[src/addr_input_defines.vh]
`ifndef ADDR_INPUT_DEFINES_VH
`define ADDR_INPUT_DEFINES_VH

// clock rate in kHz
`define MCLK_KHZ             250000
// mode filter window in microseconds, min and max
`define MODE_FILTER_MIN_US   7680
`define MODE_FILTER_MAX_US   8192
// mode filter length in cycles: least time rounded up
`define MODE_FILTER_CYCLES   ((`MODE_FILTER_MIN_US * (`MCLK_KHZ / 1000)) + 1)
// operating mode codes
`define OPMODE_SLAVE         2'h0
`define OPMODE_MASTER        2'h1
`define OPMODE_REPEATER      2'h2
`define OPMODE_MONITOR       2'h3
// input mode codes
`define INMODE_PHOTO         1'b0
`define INMODE_LOGIC         1'b1
// register offsets
`define REG_CTRL             12'h000
`define REG_STATUS           12'h004
// control field positions
`define CTRL_OPMODE_LSB      0
`define CTRL_INIT_DONE_BIT   2
`define CTRL_ACTIVATE_BIT    3
`define CTRL_RESET_VAL       32'h00000000

`endif

[src/addressing_input_mode_select.v]
`include "addr_input_defines.vh"

module addressing_input_mode_select #(
  parameter FILTER_CYCLES = `MODE_FILTER_CYCLES
) (
  // clock, reset, enable
  input  wire        mclk_i,
  input  wire        rst_n_i,
  input  wire        clk_en_i,
  // apb slave
  input  wire        psel_i,
  input  wire        penable_i,
  input  wire        pwrite_i,
  input  wire [11:0] paddr_i,
  input  wire [31:0] pwdata_i,
  output reg  [31:0] prdata_o,
  output reg         pready_o,
  output reg         pslverr_o,
  // pins
  input  wire        addressing_input_i,
  input  wire        polarity_select_a_i,
  input  wire        polarity_select_b_i,
  input  wire        sequence_valid_i,
  // mode outputs
  output reg         logic_input_mode_o,
  output reg         stream_active_high_o,
  output reg         channel_locked_o,
  output reg         power_fail_pullup_en_o
);

  // how the block works
  // the pin level is compared with its value one cycle earlier;
  // while it holds still and differs from the current input mode,
  // a counter runs, and when it reaches the filter length the
  // mode follows the pin; any change of level clears the counter,
  // so only an unbroken interval counts
  // the end of the init phase takes one sample of the pin as the
  // starting mode, with no filtering at all; software decides when
  // that moment is by setting the init done bit
  // once an activation sequence is accepted the lock is set and
  // the mode stays where it was until the next reset or until slave mode is left; the lock
  // has no software clear on purpose, so a stray write cannot
  // release it
  // outside slave mode the pin is always a logic input and the
  // filter rests; the power-fail pull-up is switched off there
  // the polarity output follows the select pins in every mode;
  // only master mode gives it a meaning
  // the register bus answers in the access cycle with no wait
  // states; an unmapped offset ends with an error response
  // a low clock enable freezes every register, bus answer
  // included, so a master must not run transfers while it is low

  // last count of the level filter; 32 bits so the compare drops no bits
  localparam [31:0] FILT_LAST = FILTER_CYCLES - 1;

  // control and mode state
  reg  [31:0] ctrl_reg;           // software control word
  reg         init_done_q_reg;    // init done, one cycle late
  reg         photo_mode_n_reg;   // current input mode (1 = logic)
  reg         locked_reg;         // channel lock, cleared only by reset
  reg  [23:0] filt_cnt_reg;       // level duration counter
  reg         filt_lvl_reg;       // input level one cycle ago
  // next-state values from the combinational processes
  reg         inmode_next;        // input mode after this cycle
  reg  [23:0] filt_cnt_next;      // duration count after this cycle
  reg  [31:0] prdata_next;        // read word for the access cycle

  // register decode: exact byte address match
  function reg_hit;
    input [11:0] addr;
    input [11:0] offs;
    begin
      reg_hit = (addr == offs);
    end
  endfunction

  // filter count reaching its last cycle
  function filt_done;
    input [23:0] cnt;
    begin
      filt_done = ({8'h00, cnt} >= FILT_LAST);
    end
  endfunction

  // decoded control fields
  wire [1:0]  opmode     = ctrl_reg[`CTRL_OPMODE_LSB +: 2];
  wire        init_done  = ctrl_reg[`CTRL_INIT_DONE_BIT];
  wire        slave_mode = (opmode == `OPMODE_SLAVE);
  // end of init seen as a rising edge of the flag
  wire        init_edge  = init_done & ~init_done_q_reg;

  // apb decode; setup has psel high and penable low
  wire        apb_setup  = psel_i & ~penable_i;
  wire        apb_acc    = psel_i & penable_i;
  wire        apb_wr     = apb_acc & pwrite_i;
  wire        hit_ctrl   = reg_hit(paddr_i, `REG_CTRL);
  wire        hit_stat   = reg_hit(paddr_i, `REG_STATUS);
  wire        hit_any    = hit_ctrl | hit_stat;
  // writes land only in the access cycle, when pready is high
  wire        ctrl_wr    = apb_wr & hit_ctrl;

  // activation by pin strobe or software strobe
  wire        act_req    = sequence_valid_i
                         | (ctrl_wr & pwdata_i[`CTRL_ACTIVATE_BIT]);
  // lock is only taken in slave mode once init is over
  wire        lock_set   = slave_mode & init_done & act_req;

  // status word: sampled level, lock, polarity, input mode
  wire [31:0] status_word = {28'h0000000, filt_lvl_reg, locked_reg,
                             stream_active_high_o, photo_mode_n_reg};

  // mode and filter next state; priority order matters:
  // non-slave forcing beats the lock, the lock beats the filter
  always @* begin
    inmode_next   = photo_mode_n_reg;
    filt_cnt_next = filt_cnt_reg;
    if (!slave_mode) begin
      // master, repeater, monitor: logic level only
      inmode_next   = `INMODE_LOGIC;
      filt_cnt_next = 24'h000000;
    end else if (locked_reg) begin
      // frozen until reset or until slave mode is left
      filt_cnt_next = 24'h000000;
    end else if (init_edge) begin
      // one sample of the pin picks the starting mode
      inmode_next   = addressing_input_i;
      filt_cnt_next = 24'h000000;
    end else if (!init_done) begin
      // still initialising: keep the counter idle
      filt_cnt_next = 24'h000000;
    end else if (addressing_input_i != filt_lvl_reg) begin
      // level broken: the interval starts over
      filt_cnt_next = 24'h000000;
    end else if (addressing_input_i == photo_mode_n_reg) begin
      // already in the mode this level asks for
      filt_cnt_next = 24'h000000;
    end else if (filt_done(filt_cnt_reg)) begin
      // level held long enough: switch while unlocked
      inmode_next   = addressing_input_i;
      filt_cnt_next = 24'h000000;
    end else begin
      // still qualifying
      filt_cnt_next = filt_cnt_reg + 24'h000001;
    end
  end

  // read mux; unmapped offsets read as zero
  always @* begin
    prdata_next = 32'h00000000;
    if (hit_ctrl) begin
      // activation strobe is write-only and reads back as zero
      prdata_next = {29'h0000000, ctrl_reg[2:0]};
    end else if (hit_stat) begin
      prdata_next = status_word;
    end
  end

  // control register; only the three stored bits are kept
  always @(posedge mclk_i or negedge rst_n_i) begin
    if (!rst_n_i) begin
      // asynchronous clear to the idle value
      ctrl_reg <= `CTRL_RESET_VAL;
    end else if (clk_en_i) begin
      // advances only with the clock enable
      if (ctrl_wr) begin
        ctrl_reg <= {29'h0000000, pwdata_i[2:0]};
      end
    end
  end

  // delayed init flag for the edge detector; resets low like the flag
  always @(posedge mclk_i or negedge rst_n_i) begin
    if (!rst_n_i) begin
      // low, so no false edge follows reset
      init_done_q_reg <= 1'b0;
    end else if (clk_en_i) begin
      // advances only with the clock enable
      init_done_q_reg <= init_done;
    end
  end

  // input mode register
  always @(posedge mclk_i or negedge rst_n_i) begin
    if (!rst_n_i) begin
      // photo-current until init picks a mode
      photo_mode_n_reg <= `INMODE_PHOTO;
    end else if (clk_en_i) begin
      // advances only with the clock enable
      photo_mode_n_reg <= inmode_next;
    end
  end

  // previous input level; the filter compares against it
  always @(posedge mclk_i or negedge rst_n_i) begin
    if (!rst_n_i) begin
      // asynchronous clear
      filt_lvl_reg <= 1'b0;
    end else if (clk_en_i) begin
      // advances only with the clock enable
      filt_lvl_reg <= addressing_input_i;
    end
  end

  // level duration counter; its width fits the default length
  // with room to spare; only a filter beyond the 24-bit count range needs a wider counter
  always @(posedge mclk_i or negedge rst_n_i) begin
    if (!rst_n_i) begin
      // asynchronous clear
      filt_cnt_reg <= 24'h000000;
    end else if (clk_en_i) begin
      // advances only with the clock enable
      filt_cnt_reg <= filt_cnt_next;
    end
  end

  // channel lock; nothing but reset clears it
  always @(posedge mclk_i or negedge rst_n_i) begin
    if (!rst_n_i) begin
      // reset deactivates the channel and frees the mode
      locked_reg <= 1'b0;
    end else if (clk_en_i) begin
      // advances only with the clock enable
      if (lock_set) begin
        locked_reg <= 1'b1;
      end
    end
  end

  // apb answer: pready in the access cycle, no wait states
  always @(posedge mclk_i or negedge rst_n_i) begin
    if (!rst_n_i) begin
      // bus idle after reset
      pready_o  <= 1'b0;
      pslverr_o <= 1'b0;
      prdata_o  <= 32'h00000000;
    end else if (clk_en_i) begin
      pready_o  <= apb_setup;
      // unmapped offsets are refused with an error, writes dropped
      pslverr_o <= apb_setup & ~hit_any;
      // read data captured at setup so it stands in the access cycle
      if (apb_setup) begin
        prdata_o <= prdata_next;
      end
    end
  end

  // input mode output, one cycle behind the decision
  always @(posedge mclk_i or negedge rst_n_i) begin
    if (!rst_n_i) begin
      // photo-current after reset
      logic_input_mode_o <= 1'b0;
    end else if (clk_en_i) begin
      // advances only with the clock enable
      logic_input_mode_o <= inmode_next;
    end
  end

  // bit-stream polarity from the two select pins; only master
  // mode uses it, so it is left running in every mode
  always @(posedge mclk_i or negedge rst_n_i) begin
    if (!rst_n_i) begin
      // active low stream, idle one
      stream_active_high_o <= 1'b0;
    end else if (clk_en_i) begin
      // equal pins low, unequal pins high
      stream_active_high_o <= polarity_select_a_i ^ polarity_select_b_i;
    end
  end

  // lock flag output
  always @(posedge mclk_i or negedge rst_n_i) begin
    if (!rst_n_i) begin
      // unlocked after reset
      channel_locked_o <= 1'b0;
    end else if (clk_en_i) begin
      // advances only with the clock enable
      channel_locked_o <= locked_reg;
    end
  end

  // power-fail pull-up only in slave mode; the analog
  // comparator needs an unloaded pin in the other modes
  always @(posedge mclk_i or negedge rst_n_i) begin
    if (!rst_n_i) begin
      // reset leaves the block in slave mode
      power_fail_pullup_en_o <= 1'b1;
    end else if (clk_en_i) begin
      // advances only with the clock enable
      power_fail_pullup_en_o <= slave_mode;
    end
  end

endmodule

[config.mk]
export PLATFORM = sky130hd
export DESIGN_NAME = addressing_input_mode_select
export DESIGN_NICKNAME = d
export VERILOG_FILES = /design/src/addressing_input_mode_select.v
export VERILOG_INCLUDE_DIRS = /design/src
export SDC_FILE = /design/constraint.sdc
export NUM_CORES = 1
export LEC_CHECK = 0
export BUFFER_PORTS_ARGS = -buffer_cell sky130_fd_sc_hd__buf_2
export CORE_ASPECT_RATIO = 1.75
export CORE_MARGIN = 1
export CORE_UTILIZATION = 35
export DETAILED_ROUTE_END_ITERATION = 6
export PLACE_DENSITY_LB_ADDON = 0.2
export SLEW_MARGIN = 30
export SYNTH_ARGS = -nofsm -noshare
export SYNTH_HDL_FRONTEND = slang
export SYNTH_SLANG_ARGS = --single-unit
[constraint.sdc]
create_clock -name mclk_i -period 2.4 [get_ports mclk_i]
set_clock_uncertainty 0.15 [all_clocks]
set_input_delay 0.72 -clock mclk_i [delete_from_list [all_inputs] [get_ports mclk_i]]
set_output_delay 0.72 -clock mclk_i [all_outputs]
set_load 0.1 [all_outputs]
Yosys cells after proc, flatten, opt, wreduce, memory -nomap -nowiden
Index checks and enable logic that the tools add are counted.
Widths: inputs -> output; s select.
Storage, ports and cells
  input bits: 54
  logic and storage cells: 59
  register bits after elaboration: 68
Cells by class
  reduce and logical (&&, ||, !) cells: 6
  equal/unequal tests: 8
  muxes and demuxes: 16
  $lt $le $gt $ge: 1
  add/sub/neg operators: 1
  bitwise gates (word level): 15
Operators with widths (count)
  $mux 24: 7
  $add 24x1->24 const B: 1
  $ge 24x21->1 const B: 1
  $eq 12x3->1 const B: 1
  $logic_not 12->1: 1
  $and 1x1->1: 9
  $mux 4: 2
  $mux 1: 7
  $ne 3x3->1 const B: 2
  $reduce_and 2->1: 3
  $reduce_and 6->1: 1
  $ne 3x1->1 const B: 1
  $ne 3x2->1 const B: 1
  $not 1->1: 3
  $logic_not 2->1: 1
  $ne 2x2->1 const B: 1
  $or 1x1->1: 2
  $eq 1x1->1: 1
  $ne 1x1->1: 1
  $xor 1x1->1: 1

Longest topological paths before layout
  depth in word-level cells: 8
  depth in mapped cells: 8
  depth with buffers taken out: 6

Worst setup path after synthesis
No wires, ideal clock.
  kind: reg-to-reg
  start: register logic_input_mode_o (netlist name)
  end: register filt_cnt_reg[12]
  setup time: 82 ps
  stages on the path, launching flop included: 8
  required time: 2168 ps
  data arrival time: 2096 ps
  setup slack: 72 ps
  path buffers: 2
  clock period less this slack: 2328 ps
  cells stage by stage: dfrtp_1 > nor3b_1 > o211ai_1 > a211oi_2 > buf_4 > buf_6 > a21oi_1 > a31oi_1
RTL lines
  to (signal assigned): line addressing_input_mode_select.v:212  | filt_cnt_reg <= filt_cnt_next;
  to (decl): line addressing_input_mode_select.v:61  | reg [23:0] filt_cnt_reg;

Worst setup path in the final report
  start: register power_fail_pullup_en_o
  end: output power_fail_pullup_en_o
RTL lines
  from (decl): line addressing_input_mode_select.v:28  | output reg power_fail_pullup_en_o
  from (signal assigned): line addressing_input_mode_select.v:289  | power_fail_pullup_en_o <= slave_mode;
No word-level cell between the ends.

==> flow_summary.json <==
{
  "dp_hpwl_mm": 3.59,
  "hp-class": "primary input to async pin",
  "synth_enable_flop_cells": 0,
  "slowest_delay_ns": 0.53,
  "gp_congestion": 0.736,
  "cp_cell_sequence": "buf_2",
  "antenna_found_initial": 0,
  "die_h_um": 109,
  "io_buffers": 35,
  "fin_tns_setup_ns": 0,
  "end_kind": "output pin",
  "finalCritPeriodShare": 0.879,
  "root_buffer": "clkbuf_8",
  "place_ws_ns": 0.00812,
  "synth_seq_cells": 40,
  "diodes": 0,
  "worst-path-buf-inv": 1,
  "met3_length_um": 220,
  "globalRouteTotalUtil": 0.152,
  "row_count": 38,
  "vias": 1866,
  "yosys_warnings": 0,
  "syn_inst": 244,
  "wire_per_inst_um": 13.5,
  "cts_buffer_depth": 2,
  "yosysUniqueCellTypes": 43,
  "post_cts_resized": 0,
  "dieArea_mm2": 0.00692,
  "drc": 0,
  "synth_top_area_share": 0.424,
  "grt_pass1_vias": 1744,
  "grt_max_degree": 33,
  "clock_sinks": 40,
  "synth-main-ff-cell": "dfrtp_1",
  "cts_tree": "built",
  "timing.fmax_ghz": 0.474,
  "worstSetupPathType": "register to output pin",
  "maxUsedRoutingLayer": "met4",
  "vias_per_cell": 5.10,
  "synth_most_common_cell": "dfrtp_1",
  "drive_gt1_frac": 0.234,
  "syn_to_final_growth_pct": 14.3,
  "synth_commonest_cells": "dfrtp_1 (39), buf_4 (29), nand2_1 (26), a31oi_1 (15), o21ai_0 (15)",
  "ioPinCount": 92,
  "max_cap_violations": 0,
  "cts_buffers": 5,
  "drt-total-wl_mm": 4.93,
  "synthArstFlopShare": 1.00,
  "start_util": 0.367,
  "largest_reg_flops": 24,
  "grt.overflow.total": 0,
  "path_clk_slew_ns": 0.07,
  "grt_pass1_wl_mm": 8.07,
  "final-max-slew-violation-count": 0,
  "hold_buffers": 0,
  "syn_area_mm2": 0.00230,
  "htreeDepth": 2,
  "die_w_um": 63.3,
  "status": "finished clean",
  "yosys-top-cells-area": "dfrtp_1 (42%), buf_4 (9.5%), nand2_1 (4.2%)",
  "worstPathMaxFanout": 2,
  "finalNetCount": 341,
  "power.density_mw_per_mm2": 584,
  "slowest_stage": "dfstp_2",
  "p_leak_nw": 1.23,
  "antenna_left": 0,
  "period_needed_ns": 2.11,
  "crit_arrival_ns": 1.24,
  "seq_area_frac_synth": 0.435,
  "yosysTopAreaCell": "dfrtp_1",
  "core_mm2": 0.00628,
  "rsz0062_at_grt": "false",
  "worst_slack_ns": 0.290,
  "met1_length_mm": 1.91,
  "setup_violations": 0,
  "vdd_ir_drop_max_uv": 261,
  "tightestPinTransition_ns": 0.530,
  "stdcell_area_mm2": 0.00263,
  "firstDrtPassIters": 4,
  "drt_iter0_drc": 57,
  "cp.required_ns": 1.53,
  "post_cts_buffers": 0,
  "max_slew_margin": 0.647,
  "final_hold_viol_count": 0,
  "clk-insertion-delay-late_ns": 0.29,
  "cp_top_family": "flip-flops",
  "avgSynthCellArea_um2": 9.44,
  "wl_met2_mm": 2.71,
  "r2r-start": "filt_cnt_reg[0]",
  "crit_path_start_kind": "register",
  "postPlaceCellArea_mm2": 0.00252,
  "critPathLaunch": "power_fail_pullup_en_o"
}
final cells by class:
class / instances / area [µm²]
fill: 649 / 3640
multi-input combinational: 183 / 1100
sequential: 40 / 1000
timing repair buffer: 47 / 290
tap: 80 / 100
clock buffer: 6 / 72.6
clock inverter: 2 / 35.0
inverter: 8 / 30.0
layout by cell type (no fill, tap or decap), types with 3 or more instances in the layout:
| cell type | Yosys | routed |
|---|---|---|
| buf_4 | 29 | 10 |
| nor4_1 | 4 | 4 |
| a21oi_1 | 9 | 9 |
| nand2b_1 | 3 | 3 |
| nor2b_1 | 3 | 3 |
| dfrtp_1 | 39 | 39 |
| nor2_1 | 7 | 7 |
| conb_1 | 1 | 28 |
| buf_2 | 3 | 35 |
| nand3_1 | 12 | 12 |
| mux2_2 | 7 | 7 |
| and3_1 | 8 | 8 |
| clkbuf_8 | 0 | 5 |
| a31oi_1 | 15 | 15 |
| mux2i_1 | 4 | 4 |
| inv_1 | 8 | 8 |
| o21ai_0 | 15 | 15 |
| nand2_1 | 26 | 26 |
| a41oi_1 | 8 | 8 |
| nand4_1 | 3 | 3 |
| o211ai_1 | 3 | 3 |
layer usage:
layer,up-vias,track usage
met3,7,0.0249
met1,890,0.153
met5,-,0
met2,64,0.299
met4,0,0.0682
li1,905,-
stage by stage:
step	hold slack, ns	utilization	total power [W]	cells
after floorplan	0.274	-	0.000993	271
after global placement	0.307	0.402	0.00101	358
after detailed placement	0.316	0.402	0.00101	358
after CTS	0.272	0.419	0.00156	366
after global routing	0.290	0.419	0.00160	366
final	0.255	0.419	0.00154	366
power breakdown:
group	total, W	internal, W	switching (W)
Combinational	0.000312	0.0000371	0.000275
Clock	0.000538	0.000309	0.000229
Sequential	0.000686	0.000681	0.00000516
Total	0.00154	0.00103	0.000509
worst register-to-register path: stages, from the launching register on:
cell,delay (ns)
dfrtp_1,0.39
ha_1,0.23
nand3_1,0.18
or4_1,0.62
nor2_1,0.17
a21oi_1,0.08
a31oi_1,0.13
worst paths after layout:
kind,end,slack (ns),cells after the start
min in group mclk_i,prdata_o[0],0.32,2
setup / recovery,power_fail_pullup_en_o,0.29,1
setup reg to reg,filt_cnt_reg[18],0.36,6
hold / removal,pready_o,0.26,1
hold reg to reg,prdata_o[0],0.32,2
max in group asynchronous,filt_cnt_reg[18],1.35,2
cell families after synthesis:
kind of cell / share of synthesized area
flops: 0.435
other cells: 0.00163
simple gates: 0.194
mux: 0.0516
compound gates: 0.169
buf+inv: 0.134
fa+ha+maj: 0.0109
xor+xnor: 0.00380
No activity file was read; power rests on OpenSTA's default activity.
